===== src/shared/dll_ctrl_pkg.sv =====
package dll_ctrl_pkg;

   ////////////////////////////////////////////////////////////////////////
   // Loop numbering, one loop per system clock input
   localparam int NUM_DLL = 3;
   localparam int DLL_RF = 0;
   localparam int DLL_TF = 1;
   localparam int DLL_PT = 2;

   ////////////////////////////////////////////////////////////////////////
   // Register indices; byte address is four times the index
   localparam logic [7:0] IDX_RF_CTRL = 8'h96;
   localparam logic [7:0] IDX_TF_CTRL = 8'h9A;
   localparam logic [7:0] IDX_PT_CTRL = 8'h9E;
   localparam logic [7:0] IDX_INT_STS = 8'hA0;
   localparam logic [7:0] IDX_INT_MASK = 8'hA1;
   localparam logic [7:0] IDX_DLL_TAP = 8'hA2;

   localparam int ADDR_W = 12;
   localparam logic [11:0] ADDR_RF_CTRL = {2'h0, IDX_RF_CTRL, 2'h0};
   localparam logic [11:0] ADDR_TF_CTRL = {2'h0, IDX_TF_CTRL, 2'h0};
   localparam logic [11:0] ADDR_PT_CTRL = {2'h0, IDX_PT_CTRL, 2'h0};
   localparam logic [11:0] ADDR_INT_STS = {2'h0, IDX_INT_STS, 2'h0};
   localparam logic [11:0] ADDR_INT_MASK = {2'h0, IDX_INT_MASK, 2'h0};
   localparam logic [11:0] ADDR_DLL_TAP = {2'h0, IDX_DLL_TAP, 2'h0};
   localparam logic [2:0][11:0] ADDR_CTRL =
      {ADDR_PT_CTRL, ADDR_TF_CTRL, ADDR_RF_CTRL};

   ////////////////////////////////////////////////////////////////////////
   // Loop control register fields and values
   localparam int CTRL_RUN_BIT = 0;
   localparam int CTRL_BYP_BIT = 1;
   localparam logic [7:0] CTRL_SOFT_RESET = 8'h00;
   localparam logic [2:0] BYP_RESET = 3'h0;
   localparam logic [2:0] INT_MASK_RESET = 3'h0;

   ////////////////////////////////////////////////////////////////////////
   // Lock search and delay measurement
   localparam int LOCK_CYCLES = 3100;
   localparam int LOCK_CNT_W = 12;
   localparam int TAP_W = 8;

endpackage


===== src/dll_lock_reset_control.sv =====
////////////////////////////////////////////////////////////////////////////
// How it works
// - Recovery bypass pin high: sample serial data on external clock rise.
// - Each of three clock inputs has a loop delaying it one period.
// - Bypass mode skips the loop search, used for low-rate clocking.
// - After reset each loop searches up to 3100 input clock cycles.
// - Transmit cell available stays low while transmit loop still searches.
// - Lock bit goes high once loop locks after system or soft reset.
// - Transmit cell available high means room for one more cell.
module dll_lock_reset_control #(
   parameter int LOCK_CYCLES = dll_ctrl_pkg::LOCK_CYCLES,
   parameter int TAP_W = dll_ctrl_pkg::TAP_W
) (
   // APB slave
   input wire logic pclk,
   input wire logic presetn,
   input wire logic [11:0] paddr,
   input wire logic psel,
   input wire logic penable,
   input wire logic pwrite,
   input wire logic [31:0] pwdata,
   output logic [31:0] prdata,
   output logic pready,
   output logic pslverr,
   // System clock inputs
   input wire logic receive_fifo_clock,
   input wire logic transmit_fifo_clock,
   input wire logic parallel_transmit_clock,
   // Serial receive
   input wire logic recovery_bypass_select,
   input wire logic external_recovered_clock,
   input wire logic serial_rx_data,
   output logic rx_bit,
   output logic rx_bit_valid,
   // Transmit FIFO side
   input wire logic tx_fifo_room,
   output logic transmit_cell_available,
   // Loop status
   output logic [2:0] dll_locked,
   output logic [2:0] core_clk_tick,
   output logic irq
);

   localparam int NPIN = 6;
   localparam int PIN_BYP = 5;
   localparam int PIN_DATA = 4;
   localparam int PIN_RCLK = 3;
   localparam int ND = dll_ctrl_pkg::NUM_DLL;

   logic [NPIN-1:0] pins;
   logic [NPIN-1:0] s1_q;
   logic [NPIN-1:0] s2_q;
   logic [NPIN-1:0] s3_q;
   logic [NPIN-1:0] st_q;
   logic [NPIN-1:0] agree;
   logic [NPIN-1:0] rise;

   logic [ND-1:0] byp_q;
   logic [ND-1:0] ctrl_hit;
   logic [ND-1:0] restart;
   logic [ND-1:0][TAP_W-1:0] tap;
   logic [ND-1:0] lock_prev_q;
   logic [ND-1:0] lock_rise;
   logic [ND-1:0] sts_q;
   logic [ND-1:0] mask_q;
   logic [ND-1:0] sts_clr;

   logic wr_en;
   logic rd_miss;
   logic [31:0] rd_data;
   logic pready_q;
   logic pslverr_q;
   logic [31:0] prdata_q;
   logic rx_bit_q;
   logic rx_valid_q;
   logic cell_avail_q;
   logic irq_q;

   ////////////////////////////////////////////////////////////////////////
   // Pin synchronisers; a change counts once stages two and three agree
   assign pins = {recovery_bypass_select, serial_rx_data,
                  external_recovered_clock, parallel_transmit_clock,
                  transmit_fifo_clock, receive_fifo_clock};

   always_ff @(posedge pclk or negedge presetn) begin
      if (!presetn) begin
         s1_q <= '0;
         s2_q <= '0;
         s3_q <= '0;
         st_q <= '0;
      end else begin
         s1_q <= pins;
         s2_q <= s1_q;
         s3_q <= s2_q;
         st_q <= (agree & s3_q) | (~agree & st_q);
      end
   end

   // Only stages two and three feed the edge logic, never the first;
   // stage one may still be settling from a metastable capture
   assign agree = ~(s2_q ^ s3_q);
   assign rise = agree & s3_q & ~st_q;

   ////////////////////////////////////////////////////////////////////////
   // Register access strobe, taken in the access phase only
   assign wr_en = psel && penable && pwrite && pready_q && !pslverr_q;

   ////////////////////////////////////////////////////////////////////////
   // One lock loop per system clock input
   generate
      for (genvar i = 0; i < ND; i++) begin : g_dll
         assign ctrl_hit[i] = (paddr == dll_ctrl_pkg::ADDR_CTRL[i]);
         assign restart[i] = wr_en && ctrl_hit[i] &&
            pwdata[7:0] == dll_ctrl_pkg::CTRL_SOFT_RESET;

         // Bypass choice for low-rate modes; a zero write also clears it
         always_ff @(posedge pclk or negedge presetn) begin
            if (!presetn) begin
               byp_q[i] <= dll_ctrl_pkg::BYP_RESET[i];
            end else if (wr_en && ctrl_hit[i]) begin
               byp_q[i] <= pwdata[dll_ctrl_pkg::CTRL_BYP_BIT];
            end
         end

         dll_lock_search #(
            .LOCK_CYCLES(LOCK_CYCLES),
            .CNT_W(dll_ctrl_pkg::LOCK_CNT_W),
            .TAP_W(TAP_W)
         ) u_search (
            .pclk(pclk),
            .presetn(presetn),
            .restart(restart[i]),
            .bypass(byp_q[i]),
            .clk_rise(rise[i]),
            .locked_q(dll_locked[i]),
            .tick_q(core_clk_tick[i]),
            .tap_q(tap[i])
         );

      end
   endgenerate

   ////////////////////////////////////////////////////////////////////////
   // Lock events, sticky status and mask
   assign lock_rise = dll_locked & ~lock_prev_q;
   assign sts_clr = (wr_en && paddr == dll_ctrl_pkg::ADDR_INT_STS) ?
                    pwdata[ND-1:0] : '0;

   // A lock arriving with its clear keeps the bit set,
   // so software cannot lose an event by clearing a stale one
   always_ff @(posedge pclk or negedge presetn) begin
      if (!presetn) begin
         lock_prev_q <= '0;
         sts_q <= '0;
      end else begin
         lock_prev_q <= dll_locked;
         sts_q <= (sts_q & ~sts_clr) | lock_rise;
      end
   end

   always_ff @(posedge pclk or negedge presetn) begin
      if (!presetn) begin
         mask_q <= dll_ctrl_pkg::INT_MASK_RESET;
      end else if (wr_en && paddr == dll_ctrl_pkg::ADDR_INT_MASK) begin
         mask_q <= pwdata[ND-1:0];
      end
   end

   // Level interrupt, one cycle behind the status
   always_ff @(posedge pclk or negedge presetn) begin
      if (!presetn) begin
         irq_q <= 1'b0;
      end else begin
         irq_q <= |(sts_q & mask_q);
      end
   end

   ////////////////////////////////////////////////////////////////////////
   // Read data and unmapped address decode
   // Unused bits read as zero; an unmapped hit returns zero as well
   always_comb begin
      rd_data = '0;
      rd_miss = 1'b1;
      for (int i = 0; i < ND; i++) begin
         if (ctrl_hit[i]) begin
            rd_data[dll_ctrl_pkg::CTRL_RUN_BIT] = dll_locked[i];
            rd_data[dll_ctrl_pkg::CTRL_BYP_BIT] = byp_q[i];
            rd_miss = 1'b0;
         end
      end
      if (paddr == dll_ctrl_pkg::ADDR_INT_STS) begin
         rd_data[ND-1:0] = sts_q;
         rd_miss = 1'b0;
      end
      if (paddr == dll_ctrl_pkg::ADDR_INT_MASK) begin
         rd_data[ND-1:0] = mask_q;
         rd_miss = 1'b0;
      end
      if (paddr == dll_ctrl_pkg::ADDR_DLL_TAP) begin
         rd_data = 32'(tap);
         rd_miss = 1'b0;
      end
   end

   // Answer is prepared in setup so every bus output is a flop
   // Zero wait states: the read value is frozen at the setup edge
   always_ff @(posedge pclk or negedge presetn) begin
      if (!presetn) begin
         pready_q <= 1'b0;
         pslverr_q <= 1'b0;
         prdata_q <= '0;
      end else if (psel && !penable) begin
         pready_q <= 1'b1;
         pslverr_q <= rd_miss;
         prdata_q <= pwrite ? '0 : rd_data;
      end else if (pready_q) begin
         pready_q <= 1'b0;
         pslverr_q <= 1'b0;
      end
   end

   ////////////////////////////////////////////////////////////////////////
   // Serial receive sampling; internal recovery samples every cycle
   // Data crosses the same three stages as the clock, so the two stay aligned
   always_ff @(posedge pclk or negedge presetn) begin
      if (!presetn) begin
         rx_bit_q <= 1'b0;
         rx_valid_q <= 1'b0;
      end else if (st_q[PIN_BYP]) begin
         rx_valid_q <= rise[PIN_RCLK];
         if (rise[PIN_RCLK]) begin
            rx_bit_q <= st_q[PIN_DATA];
         end
      end else begin
         rx_valid_q <= 1'b1;
         rx_bit_q <= st_q[PIN_DATA];
      end
   end

   ////////////////////////////////////////////////////////////////////////
   // Cell available: room in the FIFO and the transmit loop locked
   // Held low during the search since output timing is not yet met
   always_ff @(posedge pclk or negedge presetn) begin
      if (!presetn) begin
         cell_avail_q <= 1'b0;
      end else begin
         cell_avail_q <= tx_fifo_room &&
            dll_locked[dll_ctrl_pkg::DLL_TF];
      end
   end

   assign prdata = prdata_q;
   assign pready = pready_q;
   assign pslverr = pslverr_q;
   assign rx_bit = rx_bit_q;
   assign rx_bit_valid = rx_valid_q;
   assign transmit_cell_available = cell_avail_q;
   assign irq = irq_q;
endmodule


===== src/dll_lock_search.sv =====
module dll_lock_search #(
   parameter int LOCK_CYCLES = dll_ctrl_pkg::LOCK_CYCLES,
   parameter int CNT_W = dll_ctrl_pkg::LOCK_CNT_W,
   parameter int TAP_W = dll_ctrl_pkg::TAP_W
) (
   // Clock and reset
   input wire logic pclk,
   input wire logic presetn,
   // Control
   input wire logic restart,
   input wire logic bypass,
   input wire logic clk_rise,
   // Status
   output logic locked_q,
   output logic tick_q,
   output logic [TAP_W-1:0] tap_q
);

   typedef enum logic [1:0] {SEARCH, LOCKED, BYPASSED} dll_state_e;

   localparam logic [CNT_W-1:0] LAST_EDGE = CNT_W'(LOCK_CYCLES - 1);
   localparam logic [TAP_W-1:0] TAP_MAX = '1;
   localparam logic [TAP_W-1:0] TAP_ONE = TAP_W'(1);

   dll_state_e state_q;
   dll_state_e state_d;
   logic [CNT_W-1:0] edges_q;
   logic [TAP_W-1:0] period_q;
   logic [TAP_W-1:0] delay_q;

   ////////////////////////////////////////////////////////////////////////
   // Lock search: a restart always wins over any other move
   always_comb begin
      state_d = state_q;
      case (state_q)
         SEARCH: begin
            if (bypass) begin
               state_d = BYPASSED;
            end else if (clk_rise && edges_q == LAST_EDGE) begin
               state_d = LOCKED;
            end
         end
         LOCKED: if (bypass) state_d = BYPASSED;
         BYPASSED: if (!bypass) state_d = SEARCH;
         default: state_d = SEARCH;
      endcase
      if (restart) state_d = SEARCH;
   end

   always_ff @(posedge pclk or negedge presetn) begin
      if (!presetn) begin
         state_q <= SEARCH;
         locked_q <= 1'b0;
      end else begin
         state_q <= state_d;
         locked_q <= (state_d != SEARCH);
      end
   end

   // Input clock edges seen during the search
   always_ff @(posedge pclk or negedge presetn) begin
      if (!presetn) begin
         edges_q <= '0;
      end else if (restart || state_q != SEARCH) begin
         edges_q <= '0;
      end else if (clk_rise) begin
         edges_q <= edges_q + 1'b1;
      end
   end

   // Period measure; saturates so a stopped clock cannot wrap the tap
   always_ff @(posedge pclk or negedge presetn) begin
      if (!presetn) begin
         period_q <= '0;
         tap_q <= '0;
      end else if (clk_rise) begin
         period_q <= TAP_ONE;
         tap_q <= period_q;
      end else if (period_q != TAP_MAX) begin
         period_q <= period_q + 1'b1;
      end
   end

   // Internal clock tick one measured period after each input edge; when bypassed, the tick follows each input edge directly
   always_ff @(posedge pclk or negedge presetn) begin
      if (!presetn) begin
         delay_q <= '0;
         tick_q <= 1'b0;
      end else begin
         if (clk_rise) begin
            delay_q <= tap_q;
         end else if (delay_q != '0) begin
            delay_q <= delay_q - 1'b1;
         end
         if (state_q == BYPASSED) begin
            tick_q <= clk_rise;
         end else begin
            // Expiry meets the next rise on a steady clock; never mask it
            tick_q <= (delay_q == TAP_ONE);
         end
      end
   end
endmodule


===== config.mk =====
export PLATFORM = sky130hd
export DESIGN_NAME = dll_lock_reset_control
export DESIGN_NICKNAME = d
export VERILOG_FILES = /design/src/shared/dll_ctrl_pkg.sv /design/src/dll_lock_reset_control.sv /design/src/dll_lock_search.sv
export SDC_FILE = /design/constraint.sdc
export NUM_CORES = 1
export LEC_CHECK = 0
export ABC_AREA = 1
export CAP_MARGIN = 5
export CORE_UTILIZATION = 25
export DETAILED_ROUTE_END_ITERATION = 10
export DONT_BUFFER_PORTS = 1
export PLACE_DENSITY = 0.41
export RECOVER_POWER = 100
export SLEW_MARGIN = 10
export SYNTH_ARGS = -nofsm -noshare
export SYNTH_HDL_FRONTEND = slang
export SYNTH_HIERARCHICAL = 1
export SYNTH_SLANG_ARGS = --single-unit

===== constraint.sdc =====
create_clock -name pclk -period 3.8 [get_ports pclk]
set_input_delay 1.14 -clock pclk [delete_from_list [all_inputs] [get_ports pclk]]
set_output_delay 1.14 -clock pclk [all_outputs]
set_load 0.005 [all_outputs]

==> impl_metrics.env, run 1 <==
export IMPL_tightest_slew_ns=1.26
export IMPL_grt_max_degree=187
export IMPL_overflow=0
export IMPL_place_ws_ns=1.13
export IMPL_clockBufferDepth=2
export IMPL_track_usage_pct=11.8
export IMPL_cp_arrival_ns=2.93
export IMPL_initial_utilization_pct=25.7
export IMPL_cts_sinks=186
export IMPL_drt_wl_total_um=20700
export IMPL_synth_seq_cells=186
export IMPL_antenna_found_initial=1
export IMPL_rows=69
export IMPL_setup_slack_ns=1.24
export IMPL_avgSynthCellArea_um2=8.06
export IMPL_fin_crit_ns=2.56
export IMPL_die_h_um=194
export IMPL_synth_enable_flop_cells=0
export IMPL_wl_per_cell_um=12.8
export IMPL_cts_made_buffers=17
export IMPL_syn_area_um2=9210
export IMPL_final_antenna_net_count=0
export IMPL_max_freq_mhz=391
export IMPL_synth_warnings=6
export IMPL_rsz0062_at_grt="false"
export IMPL_finalHoldViolations=0
export IMPL_slew_headroom_pct=15.5
export IMPL_grt_pass1_wl_um=35800
export IMPL_grt_pass1_vias=7117
export IMPL_flow_area_growth_from_synthesis_pct=9.94
export IMPL_drv_cap=0
export IMPL_cts_setup_buffers=0
export IMPL_avgViaCountPerCell=4.29
export IMPL_synthFlopType="dfrtp_1"
export IMPL_skew_ns=0.00906
export IMPL_cts_resized_gates=0
export IMPL_synthArstFlopShare_pct=100
export IMPL_cts_tree="done"
export IMPL_cts_reportedPaths_clkPinSlew_ns=0.07
export IMPL_core_area_um2=35900
export IMPL_vias=6940
export IMPL_final_core_util_pct=28.2
export IMPL_fin_nets=1217
export IMPL_drtIter0Drc=410
export IMPL_drcViolationCount=0
export IMPL_critPathKind="in2reg"
export IMPL_cp_max_fo=26
export IMPL_hold_class="reg2reg"
export IMPL_powerDensity_nw_per_um2=581
export IMPL_cp_start_kind="primary input"
export IMPL_drt_pre_antenna_iters=5
export IMPL_diodes=0
export IMPL_post_dp_hpwl_um=14300
export IMPL_gp_congestion=0.775
export IMPL_htreeDepth=4
export IMPL_port_buffers=0
export IMPL_cts_root_buffer="clkbuf_16"
export IMPL_ios=100
export IMPL_setup_viol=0
export IMPL_clk_latency_ns=0.44
export IMPL_drive_above_1_share_pct=7.17
export IMPL_finalCritPeriodShare_pct=67.3
export IMPL_ys_types=35
export IMPL_worstPathRequired_ns=4.17
export IMPL_worst_setup_path_end_kind="register"
export IMPL_outcome="complete, no violations"
export IMPL_leakage_nw=4.93
export IMPL_ys_seq_area_share_pct=50.5
export IMPL_netlist_instances=1143
export IMPL_tns_ns=0
export IMPL_maxSlewViolCount=0
export IMPL_postCtsHoldBufs=0
export IMPL_die_x_um=194
export IMPL_ir_worst_vdd_mv=0.326
export IMPL_die_area_um2=37600
export IMPL_worst_hold_slack_ns=0.351
==> critical path, cell delays in order <==
cell     delay (ns)
inv_1          0.05
nand2_1        0.72
nor2_2         0.29
buf_4          0.33
inv_1          0.12
nor2_1         0.11
nand2_1        0.08
nand2_1        0.06
==> cell usage after synthesis, types with 11 or more instances <==
master / instances / area, um^2
nand2_1: 330 / 1240
dfrtp_1: 186 / 4650
nor2_1: 145 / 544
inv_1: 130 / 488
nand3_1: 84 / 420
o21ai_0: 53 / 265
a21oi_1: 31 / 155
o21ai_2: 20 / 175
o21ai_1: 18 / 90.1
ha_1: 16 / 200
nor3_1: 15 / 75.1
nand2_2: 14 / 87.6
buf_2: 11 / 55.1
nand4_1: 11 / 68.8
nor2_4: 11 / 124
==> layout make-up <==
| class | instances | area [um^2] |
|---|---|---|
| well taps | 461 | 577 |
| inverters | 138 | 518 |
| fillers | 3915 | 25800 |
| clock inverters | 10 | 141 |
| multi-input cells | 797 | 3740 |
| clock buffers | 22 | 464 |
| repair buffers | 5 | 30.0 |
| flip-flops and latches | 186 | 4650 |
==> power by group <==
part / switching, W / internal [W]
registers: 0.000369 / 0.00237
clock network: 0.000784 / 0.00107
logic: 0.000792 / 0.000493
total: 0.00195 / 0.00394
==> kinds of logic after synthesis <==
group           share of synthesized area, %
compound gates                          7.52
xor+xnor                               0.285
fa+ha+maj                               2.39
buf+inv                                 7.69
flops                                   50.5
mux                                    0.611
other cells                           0.0407
simple gates                            30.9
==> placed cells by master (no fill, tap or decap), types with 4 or more instances in the layout <==
master / n
o21ai_0: 86
mux2_2: 5
nand3_1: 84
clkbuf_1: 5
nor2_1: 146
nand2_2: 9
o21ai_1: 4
ha_1: 16
dfrtp_1: 186
nand2_1: 335
nor3_1: 16
nor2_4: 11
nand4_1: 11
nor2_2: 8
clkbuf_16: 17
inv_1: 135
conb_1: 8
a21oi_1: 31
==> final timing paths <==
kind	from	endpoint	slack, ns	cells past startpoint
worst max-delay path	penable	prdata[0]	1.24	8
worst min-delay path	s1_q[3]	s2_q[3]	0.35	0
worst max register to register	s2_q[2]	g_dll[2].u_search/period_q[0]	1.49	9
worst min register to register	s1_q[3]	s2_q[3]	0.35	0
max in group asynchronous	presetn	g_dll[2].u_search/edges_q[9]	3.00	0
min in group asynchronous	presetn	s1_q[2]	0.40	0
==> per-stage QoR <==
| step | total power, W | instances | cell area [um^2] |
|---|---|---|---|
| global route | 0.00640 | 1619 | 10100 |
| detailed placement | 0.00411 | 1587 | 9670 |
| finish | 0.00588 | 1619 | 10100 |
| global placement | 0.00409 | 1587 | 9670 |
| CTS | 0.00603 | 1619 | 10300 |
| floorplan | 0.00378 | 1150 | 9240 |
==> metal layers <==
metal / global-route usage [%] / vias to the layer above / share of wire [%] / routed length (um)
met3: 2.49 / 25 / 3.2 / 651
met2: 19.2 / 84 / 46 / 9570
met4: 4.88 / 0 / 2.4 / 487
met1: 15.3 / 3247 / 48 / 9950
met5: 0 / - / 0 / 0
li1: - / 3584 / - / -
==> state kept, by name, summed over array words and instances, names as in the netlist, named ones only <==
signal and cells:
g_dll.u_search/locked_q 3, s3_q 6, irq 1, rx_bit 1
s2_q 6, g_dll.u_search/edges_q 36, g_dll.u_search/tick_q 3, byp_q 3
transmit_cell_available 1, mask_q 3, lock_prev_q 3, prdata 24
rx_bit_valid 1, pslverr 1, pready 1, sts_q 3
g_dll.u_search/tap_q 24, g_dll.u_search/delay_q 24, g_dll.u_search/state_q 6, g_dll.u_search/period_q 24
s1_q 6
(Power assumes the default switching activity.)
==> run 2, diff against run 1 <==
--- a/config.mk
+++ b/config.mk
@@ -10,7 +10,7 @@
 export CORE_UTILIZATION = 25
 export DETAILED_ROUTE_END_ITERATION = 10
 export DONT_BUFFER_PORTS = 1
-export PLACE_DENSITY = 0.41
+export PLACE_DENSITY = 0.43
 export RECOVER_POWER = 100
 export SLEW_MARGIN = 10
 export SYNTH_ARGS = -nofsm -noshare
==> constraint.sdc (replaced) <==
create_clock -name pclk -period 2.2 [get_ports pclk]
set_input_delay 0.66 -clock pclk [delete_from_list [all_inputs] [get_ports pclk]]
set_output_delay 0.66 -clock pclk [all_outputs]
set_load 0.005 [all_outputs]
==> run 2 against run 1 <==
  * The flow now finishes with violations (negative hold slack)
  * Sequential cell count is the same
  * Via count fell by 0.12%
  * Sequential share of layout area shrank 0.24 points
  * Register-to-register slack worse by 1.2 ns
  * Global-route usage decreased by 0.16 points
  * Final cell count rose by 0.68%
  * Worst setup slack lost 0.95 ns
  * First-iteration DRC count decreased by 14%
  * Critical path depth shrank 1
  * Critical endpoint is now prdata[13]
==> impl_metrics.env, run 2 (synthesis results as in run 1) <==
export IMPL_finalInstanceArea_um2=10200
export IMPL_cts_setup_buffers=0
export IMPL_cts_sinks=186
export IMPL_powerDensity_nw_per_um2=978
export IMPL_cp_arrival_ns=2.28
export IMPL_worstPathRequired_ns=2.57
export IMPL_die_h_um=194
export IMPL_die_area_um2=37600
export IMPL_avgViaCountPerCell=4.25
export IMPL_grt_max_degree=187
export IMPL_dpl_cell_area_um2=9770
export IMPL_vias=6932
export IMPL_final_antenna_net_count=0
export IMPL_drv_cap=0
export IMPL_port_buffers=0
export IMPL_slew_headroom_pct=50.7
export IMPL_ir_worst_vdd_mv=0.515
export IMPL_cts_tree="done"
export IMPL_final_cell_mix="336 x nand2_1, 186 x dfrtp_1, 144 x nor2_1, 133 x inv_1, 84 x nand3_1"
export IMPL_violations="negative hold slack"
export IMPL_rsz0062_at_grt="false"
export IMPL_cts_reportedPaths_clkPinSlew_ns=0.08
export IMPL_largest_reg_flops=36
export IMPL_outcome="complete, but fails checks"
export IMPL_drt_wl_total_um=20500
export IMPL_overflow=0
export IMPL_cp_max_fo=11
export IMPL_worst_hold_slack_ns=-0.0892
export IMPL_initial_utilization_pct=25.7
export IMPL_final_common_cell="nand2_1"
export IMPL_antenna_found_initial=0
export IMPL_cts_made_buffers=17
export IMPL_largest_register="g_dll.u_search/edges_q"
export IMPL_grt_pass1_vias=6955
export IMPL_hold_class="in2async"
export IMPL_r2r_cells=9
export IMPL_cts_resized_gates=0
export IMPL_leakage_nw=4.91
export IMPL_track_usage_pct=11.7
export IMPL_tightest_slew_ns=0.740
export IMPL_wl_per_cell_um=12.6
export IMPL_tns_ns=0
export IMPL_clk_latency_ns=0.45
export IMPL_gp_congestion=0.808
export IMPL_fin_crit_ns=1.91
export IMPL_clockBufferDepth=2
export IMPL_max_freq_mhz=524
export IMPL_drt_pre_antenna_iters=4
export IMPL_cts_root_buffer="clkbuf_16"
export IMPL_post_dp_hpwl_um=14200
export IMPL_drtIter0Drc=353
export IMPL_diodes=0
export IMPL_die_x_um=194
export IMPL_htreeDepth=4
export IMPL_final_core_util_pct=28.4
export IMPL_finalHoldViolations=62
export IMPL_worst_setup_path_end_kind="register"
export IMPL_skew_ns=0.0158
export IMPL_drive_above_1_share_pct=8.73
export IMPL_rows=69
export IMPL_flow_area_growth_from_synthesis_pct=10.5
export IMPL_core_area_um2=35900
export IMPL_p_total_w=0.00996
export IMPL_drcViolationCount=0
export IMPL_critPathKind="in2reg"
export IMPL_cp_start_kind="primary input"
export IMPL_ios=100
export IMPL_finalCritPeriodShare_pct=86.8
export IMPL_setup_viol=0
export IMPL_fin_nets=1228
export IMPL_grt_pass1_wl_um=35300
export IMPL_maxSlewViolCount=0
-- run 2: per-layer routing --
layer,part of all wire (%),track usage (%)
met1,49,15.1
met2,47,19.4
met3,2.9,2.66
met4,0.98,3.41
met5,0,0
-- run 2: critical path, cell delays in order --
cell and delay [ns]:
inv_1 0.02, nor2_2 0.07, nand2_1 0.13, nor2_2 0.30, nand2_1 0.49, clkbuf_1 0.41, o21ai_2 0.19
-- run 2: layout make-up --
class,instances,area [um^2]
clock buffers,18,429
clock inverters,14,135
fillers,3903,25700
inverters,138,518
multi-input cells,797,3760
flip-flops and latches,186,4650
well taps,461,577
repair buffers,16,108
-- run 2: path summary, 6_finish.rpt --
kind	to	slack, ns	startpoint
worst max-delay path	prdata[13]	0.29	paddr[9]
worst min-delay path	asynchronous set/reset pin	-0.09	presetn
worst max register to register	g_dll[0].u_search/edges_q[4]	0.32	pready
worst min register to register	s2_q[1]	0.35	s1_q[1]
max in group asynchronous	asynchronous set/reset pin	1.85	presetn
min in group pclk	s1_q[0]	0.24	receive_fifo_clock
-- run 2: power breakdown --
group          internal [W]  switching, W
clock network       0.00150       0.00151
registers           0.00410      0.000625
logic              0.000863       0.00137
total               0.00646       0.00350
-- run 2: through the flow --
stage | setup WS [ns] | hold slack (ns) | instances
after floorplan | 0.302 | 0.331 | 1150
after global placement | 0.276 | 0.334 | 1598
after detailed placement | 0.219 | 0.337 | 1598
after CTS | 0.429 | -0.114 | 1630
after global routing | 0.0938 | -0.125 | 1630
final | 0.290 | -0.0892 | 1630
==> run 3, diff against run 2 <==
--- a/config.mk
+++ b/config.mk
@@ -7,10 +7,11 @@
 export LEC_CHECK = 0
 export ABC_AREA = 1
 export CAP_MARGIN = 5
+export CORE_MARGIN = 3
 export CORE_UTILIZATION = 25
 export DETAILED_ROUTE_END_ITERATION = 10
 export DONT_BUFFER_PORTS = 1
-export PLACE_DENSITY = 0.43
+export PLACE_DENSITY = 0.41
 export RECOVER_POWER = 100
 export SLEW_MARGIN = 10
 export SYNTH_ARGS = -nofsm -noshare
==> constraint.sdc (replaced) <==
create_clock -name pclk -period 2.1 [get_ports pclk]
set_input_delay 0.63 -clock pclk [delete_from_list [all_inputs] [get_ports pclk]]
set_output_delay 0.63 -clock pclk [all_outputs]
set_load 0.005 [all_outputs]
==> run 3 against run 2 <==
  * The flow still finishes with violations (negative hold slack)
  * Critical path depth stayed put
  * Worst setup slack better by 0.030 ns
  * Sequential cell count stayed put
  * Core utilization is 0.063 points higher
  * Count of clock-buffer cells in the layout is 1 higher
  * Final cell count stayed put
  * Power is 5.9% higher
  * Critical endpoint is now prdata[5]
==> impl_metrics.env, run 3 (synthesis results as in run 1) <==
export IMPL_outcome="complete, but fails checks"
export IMPL_violations="negative hold slack"
export IMPL_vias=6916
export IMPL_worstPathRequired_ns=2.40
export IMPL_final_common_cell="nand2_1"
export IMPL_die_area_um2=39200
export IMPL_drt_wl_total_um=20900
export IMPL_overflow=0
export IMPL_grt_pass1_wl_um=35600
export IMPL_cts_made_buffers=17
export IMPL_cts_reportedPaths_clkPinSlew_ns=0.07
export IMPL_post_dp_hpwl_um=14600
export IMPL_max_freq_mhz=562
export IMPL_drv_cap=0
export IMPL_pwr_share_seq_pct=47.0
export IMPL_rsz0062_at_grt="false"
export IMPL_largest_register="g_dll.u_search/edges_q"
export IMPL_critPathKind="in2reg"
export IMPL_diodes=0
export IMPL_maxSlewViolCount=0
export IMPL_clk_latency_ns=0.44
export IMPL_gp_congestion=0.753
export IMPL_hold_class="in2async"
export IMPL_routed_top_layer="met4"
export IMPL_slew_headroom_pct=52.0
export IMPL_fin_crit_ns=1.78
export IMPL_core_area_um2=35900
export IMPL_swShare_pct=34.6
export IMPL_port_buffers=0
export IMPL_skew_ns=0.0117
export IMPL_die_h_um=198
export IMPL_drcViolationCount=0
export IMPL_fin_nets=1228
export IMPL_met1_length_um=10200
export IMPL_worst_hold_slack_ns=-0.114
export IMPL_antenna_found_initial=0
export IMPL_p_int_w=0.00690
export IMPL_powerDensity_nw_per_um2=1030
export IMPL_cts_setup_buffers=0
export IMPL_cts_resized_gates=0
export IMPL_htreeDepth=4
export IMPL_rows=69
export IMPL_wl_met2_um=9860
export IMPL_finalCritPeriodShare_pct=84.7
export IMPL_cts_tree="done"
export IMPL_cp_arrival_ns=2.08
export IMPL_clockBufferDepth=2
export IMPL_cts_root_buffer="clkbuf_16"
export IMPL_pwr_share_comb_pct=22.3
export IMPL_finalHoldViolations=186
export IMPL_placed_cells_incl_taps=1598
export IMPL_final_antenna_net_count=0
export IMPL_clkPwrFrac_pct=30.7
export IMPL_cp_max_fo=10
export IMPL_flow_area_growth_from_synthesis_pct=10.8
export IMPL_avgViaCountPerCell=4.24
export IMPL_ios=100
export IMPL_dpl_cell_area_um2=9760
export IMPL_wl_met3_um=570
export IMPL_grt_pass1_vias=6913
export IMPL_setup_slack_ns=0.320
export IMPL_drt_pre_antenna_iters=6
export IMPL_largest_reg_flops=36
export IMPL_grt_max_degree=187
export IMPL_final_cells=1630
export IMPL_tns_ns=0
export IMPL_die_x_um=198
export IMPL_cts_sinks=186
export IMPL_worst_setup_path_end_kind="register"
export IMPL_initial_utilization_pct=25.7
export IMPL_ir_worst_vdd_mv=0.606
export IMPL_tightest_slew_ns=0.719
export IMPL_cp_start_kind="primary input"
export IMPL_track_usage_pct=11.3
export IMPL_setup_viol=0
export IMPL_p_switching_w=0.00365
export IMPL_drtIter0Drc=346
export IMPL_wl_per_cell_um=12.8
export IMPL_drive_above_1_share_pct=8.81
export IMPL_place_ws_ns=0.202
export IMPL_final_cell_mix="337 x nand2_1, 186 x dfrtp_1, 143 x nor2_1, 133 x inv_1, 84 x nand3_1"
export IMPL_leakage_nw=4.96
export IMPL_finalInstanceArea_um2=10200
## run 3: cell count changes in the layout (fill, tap and decap cells not counted), moves of 2 or more
cell	change
clkbuf_2	+2
inv_6	+3
clkinv_2	+2
clkinv_4	-5
nor2_8	+2
o21ai_0	+3
buf_4	+3
o21ai_2	-3
clkbuf_1	-4
## run 3: power by group through the flow
stage / Combinational, W / Clock (W) / Sequential, W
2_1_floorplan: 0.00200 / 0 / 0.00484
3_3_place_gp: 0.00237 / 0 / 0.00504
4_1_cts: 0.00241 / 0.00340 / 0.00497
3_5_place_dp: 0.00240 / 0 / 0.00504
6_report: 0.00235 / 0.00324 / 0.00496
5_1_grt: 0.00280 / 0.00354 / 0.00508
## run 3: worst paths after layout
check                                    from                      endpoint  slack (ns)  cells after the start
max                                  paddr[9]                     prdata[5]        0.32                      7
min                                   presetn                       s1_q[2]       -0.11                      0
max reg2reg                            pready  g_dll[0].u_search/edges_q[4]        0.34                      9
min reg2reg                           s1_q[0]                       s2_q[0]        0.35                      0
max in group asynchronous             presetn  g_dll[0].u_search/edges_q[7]        1.94                      0
min in group pclk          receive_fifo_clock                       s1_q[0]        0.21                      0
## run 3: stage by stage
step	util, %	power, W
2_1_floorplan	-	0.00684
3_3_place_gp	27.2	0.00741
3_5_place_dp	27.2	0.00744
4_1_cts	28.8	0.0108
5_1_grt	28.4	0.0114
6_report	28.4	0.0105
## run 3: final cells by class
class | instances | area [um^2]
clock buffers | 19 | 443
clock inverters | 13 | 130
fillers | 3895 | 25700
inverters | 138 | 518
multi-input cells | 797 | 3780
flip-flops and latches | 186 | 4650
well taps | 461 | 577
repair buffers | 16 | 105
## run 3: worst max-delay path: stages
cell	delay [ns]
inv_1	0.04
nor2_2	0.03
nand2_1	0.24
nor2_8	0.09
nand2_1	0.45
clkbuf_1	0.45
o21ai_0	0.15
## run 3: metal layers
metal,track usage (%),up-vias
li1,-,3617
met1,15.0,3224
met2,18.7,61
met3,2.33,14
met4,3.54,0
met5,0,-
